### config.mk
export PLATFORM = sky130hd
export DESIGN_NAME = uart_task_event_regs
export DESIGN_NICKNAME = d
export VERILOG_FILES = /design/src/inc/uart_task_event_pkg.sv /design/src/rtl/uart_task_event_regs.sv
export SDC_FILE = /design/constraint.sdc
export NUM_CORES = 1
export LEC_CHECK = 0
export BUFFER_PORTS_ARGS = -buffer_cell sky130_fd_sc_hd__buf_4
export CAP_MARGIN = 20
export CORE_MARGIN = 3
export CORE_UTILIZATION = 45
export DETAILED_ROUTE_END_ITERATION = 8
export GPL_ROUTABILITY_DRIVEN = 0
export PLACE_DENSITY = 0.8
export SYNTH_ARGS = -nofsm -noshare
export SYNTH_HDL_FRONTEND = slang
export SYNTH_SLANG_ARGS = --single-unit
export TNS_END_PERCENT = 100
### constraint.sdc
create_clock -name hclk -period 3.1 [get_ports hclk]
set_input_delay 0.155 -clock hclk [delete_from_list [all_inputs] [get_ports hclk]]
set_output_delay 0.155 -clock hclk [all_outputs]
set_load 0.02 [all_outputs]
### src/inc/uart_task_event_pkg.sv
// Constants, register map and carrier types for the UART task and event block.
// Assumes a 32-bit AHB-Lite register bus with word-aligned single transfers.
package uart_task_event_pkg;

    // ------------------------------------------------------------------
    // Sizes
    // ------------------------------------------------------------------
    localparam int unsigned ADDR_W = 12;
    localparam int unsigned DATA_W = 32;
    localparam int unsigned CH_W = 8;
    localparam int unsigned NUM_TASKS = 5;
    localparam int unsigned NUM_EVENTS = 5;

    // ------------------------------------------------------------------
    // Task and event indices (bit positions in vectors)
    // ------------------------------------------------------------------
    localparam int unsigned TASK_START_RX = 0;
    localparam int unsigned TASK_STOP_RX = 1;
    localparam int unsigned TASK_START_TX = 2;
    localparam int unsigned TASK_STOP_TX = 3;
    localparam int unsigned TASK_FLUSH_RX = 4;

    localparam int unsigned EVT_CTS = 0;
    localparam int unsigned EVT_NCTS = 1;
    localparam int unsigned EVT_RX_BYTE = 2;
    localparam int unsigned EVT_RX_FULL = 3;
    localparam int unsigned EVT_TX_BYTE = 4;

    // ------------------------------------------------------------------
    // Register offsets (byte addresses)
    // ------------------------------------------------------------------
    localparam logic [ADDR_W-1:0] TASK_OFF [NUM_TASKS] =
        '{12'h000, 12'h004, 12'h008, 12'h00C, 12'h02C};
    localparam logic [ADDR_W-1:0] SUB_OFF [NUM_TASKS] =
        '{12'h080, 12'h084, 12'h088, 12'h08C, 12'h0AC};
    localparam logic [ADDR_W-1:0] EVT_OFF [NUM_EVENTS] =
        '{12'h100, 12'h104, 12'h108, 12'h110, 12'h11C};
    localparam logic [ADDR_W-1:0] IRQ_STATUS_OFF = 12'h400;
    localparam logic [ADDR_W-1:0] IRQ_MASK_OFF = 12'h404;
    localparam logic [ADDR_W-1:0] RUN_STATE_OFF = 12'h408;

    // ------------------------------------------------------------------
    // Field positions and reset values
    // ------------------------------------------------------------------
    localparam int unsigned TRIGGER_BIT = 0;
    localparam int unsigned EVT_BIT = 0;
    localparam int unsigned SUB_EN_BIT = 31;
    localparam int unsigned RUN_RX_BIT = 0;
    localparam int unsigned RUN_TX_BIT = 1;
    localparam logic [DATA_W-1:0] WORD_ZERO = 32'h0000_0000;
    localparam logic [NUM_EVENTS-1:0] EVT_ZERO = 5'h00;
    localparam logic [NUM_TASKS-1:0] TASK_ZERO = 5'h00;

    // AHB encodings
    localparam logic [1:0] HTRANS_NONSEQ = 2'h2;
    localparam logic HRESP_OKAY = 1'b0;

    // ------------------------------------------------------------------
    // Carrier types
    // ------------------------------------------------------------------
    // One subscription register: enable and fabric channel index
    typedef struct packed {
        logic en;
        logic [CH_W-1:0] channel_index;
    } sub_t;

    // One pulse on the event channel fabric
    typedef struct packed {
        logic valid;
        logic [CH_W-1:0] channel_index;
    } fabric_pulse_t;

    // Bus slave data-phase states
    typedef enum logic [1:0] {
        BUS_IDLE,
        BUS_WRITE,
        BUS_READ_WAIT,
        BUS_READ_DONE
    } bus_state_t;

endpackage

### src/rtl/uart_task_event_regs.sv
// Task, subscription and event registers of a DMA-capable UART, on AHB-Lite.
// Assumes the receiver, transmitter and DMA logic sit on hclk and deliver
// their events as one-cycle pulses; the clear-to-send pin is asynchronous.
//
// How it works
// [RULE_01] Writing 1 to bit 0 at 0x000 starts the receiver.
// [RULE_02] Writing 1 to bit 0 at 0x004 stops the receiver.
// [RULE_03] Writing 1 to bit 0 at 0x008 starts the transmitter.
// [RULE_04] Writing 1 to bit 0 at 0x00C stops the transmitter.
// [RULE_05] Flush task at 0x02C moves leftover FIFO bytes into memory buffer.
// [RULE_06] Each task has a subscription whose low 8 bits pick a fabric channel.
// [RULE_07] Subscription enable bit gates fabric triggering: 0 off, 1 on.
// [RULE_08] Stop-receive subscription at 0x084, stop-transmit at 0x08C.
// [RULE_09] Start-transmit subscription at 0x088, flush-receive at 0x0AC.
// [RULE_10] Clear-to-send pin falling sets the event at 0x100.
// [RULE_11] Clear-to-send pin rising sets the event at 0x104.
// [RULE_12] Byte landed in receive holding register raises receive-ready event.
// [RULE_13] Receive buffer completely filled raises event at 0x110.
// [RULE_14] Byte sent from transmit register raises event at 0x11C.
// [RULE_15] Event registers read/write in bit 0, reset to zero.
// [RULE_16] Writing 0 clears an event; writing 0 to a task does nothing.
// [RULE_17] An event coinciding with a clearing write wins and stays set.
//
// The AHB-Lite interface to the registers was left to the implementer.
`timescale 1ns/1ps

module uart_task_event_regs
    import uart_task_event_pkg::*;
(
    // Clock and reset
    input wire logic hclk,
    input wire logic hresetn,
    // AHB-Lite slave
    input wire logic hsel,
    input wire logic [31:0] haddr,
    input wire logic [1:0] htrans,
    input wire logic hwrite,
    input wire logic [2:0] hsize,
    input wire logic [DATA_W-1:0] hwdata,
    input wire logic hready,
    output logic hreadyout,
    output logic hresp,
    output logic [DATA_W-1:0] hrdata,
    // Event channel fabric
    input wire fabric_pulse_t fabric_pulse,
    // Clear-to-send pin, active low, asynchronous
    input wire logic clear_to_send_n,
    // Event pulses from receiver, DMA and transmitter
    input wire logic rx_byte_received,
    input wire logic rx_buffer_filled,
    input wire logic tx_byte_sent,
    // Task pulses and run state towards the UART core
    output logic [NUM_TASKS-1:0] task_fire,
    output logic rx_enabled,
    output logic tx_enabled,
    // Interrupt
    output logic irq
);

    // ------------------------------------------------------------------
    // Bus slave front end
    // ------------------------------------------------------------------
    bus_state_t bus_state;
    bus_state_t next_bus_state;
    logic [ADDR_W-1:0] addr_q;
    wire logic accept;
    wire logic accept_write;
    wire logic accept_read;
    wire logic wr_en;
    wire logic rd_capture;

    // Address phase is taken only for a selected, active, ready transfer
    assign accept = hsel && hready && htrans[1];
    assign accept_write = accept && hwrite;
    assign accept_read = accept && !hwrite;
    assign wr_en = (bus_state == BUS_WRITE);
    assign rd_capture = (bus_state == BUS_READ_WAIT);

    // Reads take one wait state so read data always comes from a flop and
    // a write in the previous data phase is already visible
    assign hreadyout = (bus_state != BUS_READ_WAIT);
    assign hresp = HRESP_OKAY;

    // Next bus state
    always_comb begin
        next_bus_state = bus_state;
        case (bus_state)
            BUS_READ_WAIT: begin
                next_bus_state = BUS_READ_DONE;
            end
            default: begin
                if (accept_write) begin
                    next_bus_state = BUS_WRITE;
                end else if (accept_read) begin
                    next_bus_state = BUS_READ_WAIT;
                end else begin
                    next_bus_state = BUS_IDLE;
                end
            end
        endcase
    end

    // Bus state and captured address
    always_ff @(posedge hclk or negedge hresetn) begin
        if (!hresetn) begin
            bus_state <= BUS_IDLE;
            addr_q <= '0;
        end else begin
            bus_state <= next_bus_state;
            if (accept) begin
                addr_q <= haddr[ADDR_W-1:0];
            end
        end
    end

    // ------------------------------------------------------------------
    // Address decode
    // ------------------------------------------------------------------
    logic [NUM_TASKS-1:0] wr_task;
    logic [NUM_TASKS-1:0] wr_sub;
    logic [NUM_EVENTS-1:0] wr_evt;
    wire logic wr_mask;
    wire logic rd_status;

    for (genvar i = 0; i < NUM_TASKS; i++) begin : g_task_decode
        // [RULE_01] trigger on one
        // [RULE_02] trigger on one
        // [RULE_03] trigger on one
        // [RULE_04] trigger on one
        // [RULE_05] flush trigger, data moved by DMA
        // [RULE_16] zero is ignored
        assign wr_task[i] = wr_en && (addr_q == TASK_OFF[i]) && hwdata[TRIGGER_BIT];
        // [RULE_08] subscription offsets
        // [RULE_09] subscription offsets
        assign wr_sub[i] = wr_en && (addr_q == SUB_OFF[i]);
    end

    for (genvar i = 0; i < NUM_EVENTS; i++) begin : g_evt_decode
        assign wr_evt[i] = wr_en && (addr_q == EVT_OFF[i]);
    end

    assign wr_mask = wr_en && (addr_q == IRQ_MASK_OFF);
    // Status clears on the cycle its read data is captured
    assign rd_status = rd_capture && (addr_q == IRQ_STATUS_OFF);

    // ------------------------------------------------------------------
    // Subscriptions and task triggering
    // ------------------------------------------------------------------
    sub_t sub [NUM_TASKS];
    logic [NUM_TASKS-1:0] fabric_hit;
    logic [NUM_TASKS-1:0] task_req;

    for (genvar i = 0; i < NUM_TASKS; i++) begin : g_sub
        // [RULE_06] channel match
        // [RULE_07] enable gates fabric
        assign fabric_hit[i] = fabric_pulse.valid && sub[i].en
            && (fabric_pulse.channel_index == sub[i].channel_index);
        assign task_req[i] = wr_task[i] || fabric_hit[i];

        // Subscription register, reserved bits are not stored
        always_ff @(posedge hclk or negedge hresetn) begin
            if (!hresetn) begin
                sub[i] <= '0;
            end else if (wr_sub[i]) begin
                sub[i].en <= hwdata[SUB_EN_BIT];
                sub[i].channel_index <= hwdata[CH_W-1:0];
            end
        end
    end

    // Task pulses out, one cycle each, registered
    always_ff @(posedge hclk or negedge hresetn) begin
        if (!hresetn) begin
            task_fire <= TASK_ZERO;
        end else begin
            task_fire <= task_req;
        end
    end

    // ------------------------------------------------------------------
    // Run state of receiver and transmitter
    // ------------------------------------------------------------------
    // A stop in the same cycle as a start wins, so the link is never left
    // running by a race between software and the fabric.
    always_ff @(posedge hclk or negedge hresetn) begin
        if (!hresetn) begin
            rx_enabled <= 1'b0;
            tx_enabled <= 1'b0;
        end else begin
            // [RULE_02] stop receiver
            if (task_fire[TASK_STOP_RX]) begin
                rx_enabled <= 1'b0;
            // [RULE_01] start receiver
            end else if (task_fire[TASK_START_RX]) begin
                rx_enabled <= 1'b1;
            end
            // [RULE_04] stop transmitter
            if (task_fire[TASK_STOP_TX]) begin
                tx_enabled <= 1'b0;
            // [RULE_03] start transmitter
            end else if (task_fire[TASK_START_TX]) begin
                tx_enabled <= 1'b1;
            end
        end
    end

    // ------------------------------------------------------------------
    // Clear-to-send synchroniser and edge detect
    // ------------------------------------------------------------------
    // Resets high, the inactive level, so no false edge after reset
    logic cts_meta;
    logic cts_sync;
    logic cts_prev;
    wire logic cts_fall;
    wire logic cts_rise;

    always_ff @(posedge hclk or negedge hresetn) begin
        if (!hresetn) begin
            cts_meta <= 1'b1;
            cts_sync <= 1'b1;
            cts_prev <= 1'b1;
        end else begin
            cts_meta <= clear_to_send_n;
            cts_sync <= cts_meta;
            cts_prev <= cts_sync;
        end
    end

    // [RULE_10] active going low
    assign cts_fall = cts_prev && !cts_sync;
    // [RULE_11] inactive going high
    assign cts_rise = !cts_prev && cts_sync;

    // ------------------------------------------------------------------
    // Event registers
    // ------------------------------------------------------------------
    logic [NUM_EVENTS-1:0] evt_set;
    logic [NUM_EVENTS-1:0] evt_flag;
    logic [NUM_EVENTS-1:0] next_evt_flag;

    // [RULE_12] receive byte ready
    // [RULE_13] buffer filled
    // [RULE_14] byte sent
    assign evt_set[EVT_CTS] = cts_fall;
    assign evt_set[EVT_NCTS] = cts_rise;
    assign evt_set[EVT_RX_BYTE] = rx_byte_received;
    assign evt_set[EVT_RX_FULL] = rx_buffer_filled;
    assign evt_set[EVT_TX_BYTE] = tx_byte_sent;

    for (genvar i = 0; i < NUM_EVENTS; i++) begin : g_evt
        // [RULE_16] write stores bit 0
        // [RULE_17] hardware set wins
        assign next_evt_flag[i] = evt_set[i]
            || (wr_evt[i] ? hwdata[EVT_BIT] : evt_flag[i]);
    end

    // [RULE_15] event flags reset to zero
    always_ff @(posedge hclk or negedge hresetn) begin
        if (!hresetn) begin
            evt_flag <= EVT_ZERO;
        end else begin
            evt_flag <= next_evt_flag;
        end
    end

    // ------------------------------------------------------------------
    // Interrupt status, mask and output
    // ------------------------------------------------------------------
    // Status is a separate sticky copy so that software clearing an event
    // register does not also lose a pending interrupt, and vice versa.
    logic [NUM_EVENTS-1:0] irq_status;
    logic [NUM_EVENTS-1:0] irq_mask;
    wire logic [NUM_EVENTS-1:0] next_irq_status;

    // Read clears, but a new event in that cycle stays pending
    assign next_irq_status = evt_set | (rd_status ? EVT_ZERO : irq_status);

    always_ff @(posedge hclk or negedge hresetn) begin
        if (!hresetn) begin
            irq_status <= EVT_ZERO;
            irq_mask <= EVT_ZERO;
            irq <= 1'b0;
        end else begin
            irq_status <= next_irq_status;
            if (wr_mask) begin
                irq_mask <= hwdata[NUM_EVENTS-1:0];
            end
            irq <= |(irq_status & irq_mask);
        end
    end

    // ------------------------------------------------------------------
    // Read data
    // ------------------------------------------------------------------
    // Task registers are write-only and read as zero, as do unmapped words
    logic [DATA_W-1:0] rd_mux;

    always_comb begin
        rd_mux = WORD_ZERO;
        if (addr_q == IRQ_STATUS_OFF) begin
            rd_mux[NUM_EVENTS-1:0] = irq_status;
        end else if (addr_q == IRQ_MASK_OFF) begin
            rd_mux[NUM_EVENTS-1:0] = irq_mask;
        end else if (addr_q == RUN_STATE_OFF) begin
            rd_mux[RUN_RX_BIT] = rx_enabled;
            rd_mux[RUN_TX_BIT] = tx_enabled;
        end else begin
            for (int k = 0; k < NUM_TASKS; k++) begin
                if (addr_q == SUB_OFF[k]) begin
                    rd_mux[SUB_EN_BIT] = sub[k].en;
                    rd_mux[CH_W-1:0] = sub[k].channel_index;
                end
            end
            // [RULE_15] event bit 0 readable
            for (int k = 0; k < NUM_EVENTS; k++) begin
                if (addr_q == EVT_OFF[k]) begin
                    rd_mux[EVT_BIT] = evt_flag[k];
                end
            end
        end
    end

    // Read data register, loaded in the wait state
    always_ff @(posedge hclk or negedge hresetn) begin
        if (!hresetn) begin
            hrdata <= WORD_ZERO;
        end else if (rd_capture) begin
            hrdata <= rd_mux;
        end
    end

endmodule

# [Yosys cells after proc, flatten, opt, wreduce, memory -nomap -nowiden]
# Cells that the tools add are included.
[op_classes] reduce_logical=55 bitwise_logic=2 muxes=37 n_eq_ne=25
[op_table] op="$eq 12x8->1 const B" n=5
[op_table] op="$eq 12x9->1 const B" n=5
[op_table] op="$eq 8x8->1" n=5
[op_table] op="$mux 8" n=5
[op_table] op="$logic_and 1x1->1" n=38
[op_table] op="$eq 12x11->1 const B" n=3
[op_table] op="$eq 12x4->1 const B" n=2
[op_table] op="$mux 1" n=22
[op_table] op="$mux 5" n=3
[op_table] op="$eq 12x3->1 const B" n=1
[op_table] op="$eq 12x6->1 const B" n=1
[op_table] op="$logic_not 12->1" n=1
[op_table] op="$logic_or 1x1->1" n=10
[op_table] op="$mux 2" n=4
[op_table] op="$mux 3" n=2
[op_table] op="$mux 6" n=1
[op_table] op="$and 5x5->5" n=1
[op_table] op="$or 5x5->5" n=1
[op_table] op="$reduce_or 5->1" n=1
[op_table] op="$reduce_bool 2->1" n=2
[op_table] op="$logic_not 1->1" n=3
[op_table] op="$eq 2x1->1 const B" n=1
[op_table] op="$eq 2x2->1 const B" n=1
[op_table] op="$ne 2x2->1 const B" n=1
[totals] word_cells=142 regBits=94 out_inout_bits=42 in_bits=87

# [Logic depth before layout (Yosys ltp)]
[logic_depth] ltp_word=14 ltp_mapped=7 mapped_depth_nobuf=5

# [Least setup slack after synthesis]
# OpenSTA, ideal clock, no wires.
[synth_path] path_kind="reg-to-reg" startpoint="register addr_q[9]" endpoint="register sub[34] (netlist name)" period_less_slack_ns=1.904 arrival_time_ns=1.776 stages_incl_launch_ff=6 setup_ns=0.128 n_path_buf=0 setup_slack_ns=1.196 t_required_ns=2.972 cell_sequence="dfrtp_1 -> nor4_4 -> nand3_4 -> nor3_4 -> nand2_4 -> mux2_1"
[synth_via] elab_chain_cells=2
[synth_rtl] item="start: declaration" line="uart_task_event_regs.sv:65" source="logic [ADDR_W-1:0] addr_q;"
[synth_rtl] item="start signal: assignment" line="uart_task_event_regs.sv:111" source="addr_q <= haddr[ADDR_W-1:0];"
[synth_rtl] item="$eq 12x8->1" line="uart_task_event_regs.sv:135" source="assign wr_sub[i] = wr_en && (addr_q == SUB_OFF[i]);"
[synth_rtl] item="$logic_and 1x1->1" line="uart_task_event_regs.sv:135"
[synth_rtl] item="end: declaration" line="uart_task_event_regs.sv:149" source="sub_t sub [NUM_TASKS];"
# Every way passes these cells.
# A chain may end at the register's enable or synchronous reset.

# [Worst setup path after layout]
[layout_path] startpoint="register addr_q[5]" endpoint="register hrdata[5]"
[layout_via] elab_chain_cells=9 elab_cells_between_ends=16 classes_between="eq/ne: 8; mux: 8"
[layout_rtl] item="$eq 12x8->1" line="uart_task_event_regs.sv:309" source="if (addr_q == SUB_OFF[k]) begin"
[layout_rtl] item="$mux 8 (5 in series)" line="uart_task_event_regs.sv:309"
[layout_rtl] item="$mux 6" line="uart_task_event_regs.sv:304" source="end else if (addr_q == RUN_STATE_OFF) begin"
[layout_rtl] item="$mux 3" line="uart_task_event_regs.sv:302" source="end else if (addr_q == IRQ_MASK_OFF) begin"
[layout_rtl] item="$mux 3 (*)" line="uart_task_event_regs.sv:300" source="if (addr_q == IRQ_STATUS_OFF) begin"
[layout_rtl] item="end signal: assignment" line="uart_task_event_regs.sv:328" source="hrdata <= rd_mux;"
[layout_rtl] item="end: declaration" line="uart_task_event_regs.sv:43" source="output logic [DATA_W-1:0] hrdata,"
# Mark *: on every way between the ends. The rest lies on a longest branch, timed or not.

==> results.txt <==
Final hold vios = 0
Area leader, netlist = dfrtp_1
CP Data Arrival Time = 2.60 ns
Async set-reset flop share out of synthesis = 100.0%
Unrepaired setup endpoints after global routing = no
Post-synthesis compound-gate area fraction = 9.292%
Mux contribution to synthesized area = 17.00%
Maximum buffer depth of the clock tree = 2
Root buffer cell = clkbuf_8
CTS tree = yes
Max VDD drop = 0.2255 mV
Core footprint = 10,560 um^2
Worst skew pair latency = 0.36 ns
Post-Route WL = 12,230 um
Largest net degree at the start of global routing = 95
Simple-Gate Fraction of Synth Area = 13.39%
Final #Nets = 580
Number of antenna violations at the first check in global routing = 0
Worst-margin pin slew = 0.9431 ns
WP data required = 3.31 ns
TritonCTS buffer count = 9
Drt drc = 0
Run status = completed
Tmin final = 2.390 ns
Pint = 1.988 mW
Highest clock rate = 418.4 MHz
First-pass DRT Iterations = 5
Die X = 111.2 um
Area share of the largest cell type after synthesis = 45.71%
Syn Inst Count = 433
Hold slack = 0.01807 ns
HPWL Detailed = 8746 um
EDFF count, synth = 0
Yosys warning count = 0
DRT iter0 DRCs = 243
Vias = 3,652
Setup TNS = 0 ns
CP startpoint kind = register
Clock sink count = 94
Largest family of logic cells by synthesized area = multiplexers
Final period util = 77.10%
NetSw = 929.1 uW
Crit path max fanout = 15
Worst Skew = 0.006596 ns
Seq/Total Area, Yosys = 47.29%
Std cell rows = 37
Die height = 111.2 um
Total gr overflow = 0
H-tree levels = 3
Final Max Tran Viols = 0
Hold Path Class = in -> reg
Flop pwr share = 49.5%
Port Buffers = 57
Number of distinct library cells after synthesis = 56
# Max-Cap Violations = 0
#FFs+latches synth = 94
Area Overhead vs Synth = 15.37%
Most numerous cell in the Yosys netlist = dfrtp_1
Sw Share = 31.85%
Top FF cell, synth = dfrtp_1
Vias in the first global route = 3,624
Crit end category = register
Setup CP Type = reg -> reg
Worst-path clk slew = 0.09 ns
WL/cell = 19.29 um
Post-Synth Adder-Cell Area = 0%
Gate power share = 22.6%
Ant. Diodes = 0
P per Cell Area = 507.5 nW/um^2
Clock power share = 27.9%
Post-Synth XOR/XNOR Area = 7.032%
Layout cells sized above 1 = 31.93%
Slew margin rel. = 36.24%
First-pass GRT wire length = 19,710 um
Die area = 12,370 um^2
Postcts setup bufs = 0
Endpoints failing setup = 0
Vias/cell = 5.760
Avg Cell Area, Syn = 11.51 um^2
ANT nets after route = 0
Pleak = 2.495 nW
GRT Util Overall = 20.06%
Post-synth top cells = 91 x dfrtp_1, 56 x mux2_2, 24 x buf_4
Initial core utilization = 47.20%
Ranking of synthesized cells by area = dfrtp_1 46%, mux2_2 13%, xnor2_1 3.7%
Top Ports = 129
Mapped Area = 4982 um^2
-- per-layer routing --
metal / GRT usage (%) / wire, um
met1: 27.06 / 5074
met2: 33.45 / 6108
met3: 4.476 / 915
met4: 4.055 / 131
met5: 0 / 0
-- flip-flops by register name (all words and copies together), names as in the netlist --
register and count:
bus_state 2, hrdata 9, cts_sync 1, irq 1
cts_meta 1, rx_enabled 1, tx_enabled 1, irq_status 5
task_fire 5, cts_prev 1, irq_mask 5, addr_q 12
evt_flag 5, sub 45
-- final timing paths --
kind / to / slack (ns) / start / cells after the start
max: hrdata[5] / 0.71 / addr_q[5] / 5
min: addr_q[5] / 0.02 / haddr[5] / 2
max reg2reg: hrdata[5] / 0.71 / addr_q[5] / 5
min reg2reg: cts_sync / 0.37 / cts_meta / 0
max in group asynchronous: irq_mask[2] / 2.15 / hresetn / 3
min in group asynchronous: sub[8] / 0.32 / hresetn / 2
-- cell type report --
class                      instances  area (um^2)
clock buffer                      10        127.6
clock inverter                     6        68.82
fill                             891         4807
inverter                           8        30.03
multi-input combinational        308         2417
sequential                        94         2356
tap                              136        170.2
timing repair buffer              72        578.1
-- per-stage QoR --
stage	total power, mW	cell area [um^2]	utilization, %	worst slack, ns	std cells
after floorplan	1.871	5069	-	1.196	456
after global placement	2.083	5454	51.67	0.8953	610
after detailed placement	2.105	5454	51.67	0.8256	610
after CTS	2.924	5700	54.01	0.7736	631
after global routing	3.055	5748	54.46	0.5636	634
final	2.917	5748	54.46	0.7100	634
-- power groups by stage --
stage | sequential (mW) | clock [mW] | combinational [mW]
2_1_floorplan | 1.45 | 0 | 0.421
3_3_place_gp | 1.46 | 0 | 0.627
3_5_place_dp | 1.47 | 0 | 0.640
4_1_cts | 1.44 | 0.833 | 0.650
5_1_grt | 1.46 | 0.882 | 0.713
6_report | 1.44 | 0.815 | 0.659
-- placed cells by master, fill, tap and decap left out, types with 5 or more instances in the layout --
cell type      instances
dlygate4sd3_1          7
nor2_1                13
nor4_1                 7
o22ai_1                8
nand4_1               10
xnor2_1               21
mux2_1                 5
buf_4                 64
nor2b_1                5
xor2_1                19
dfrtp_1               91
nand2_1               19
inv_1                  8
a31oi_1                6
o21ai_0               18
a22oi_1                5
nand3_1               11
mux2i_1                7
a21oi_1               13
and2_1                 5
mux2_2                56
clkbuf_8               9
conb_1                24
-- cell families (layout without fill, tap and decap cells) --
logic type	after synthesis	in the layout
compound gates	72	72
other cells	1	24
mux	72	72
simple gates	100	100
flops	94	94
xor+xnor	40	40
buf+inv	54	96
-- timing repair --
action                                 CTS  global route
resized for setup                        0             0
endpoints found under the hold margin    6            41
hold buffers                             5             2
-- worst max-delay path: stages, from the launching register on --
cell	delay, ns
dfrtp_1	0.58
nor4_2	0.34
buf_4	0.23
nand2_1	0.14
o31ai_1	0.70
o21ai_0	0.24
(Power assumes the default switching activity.)
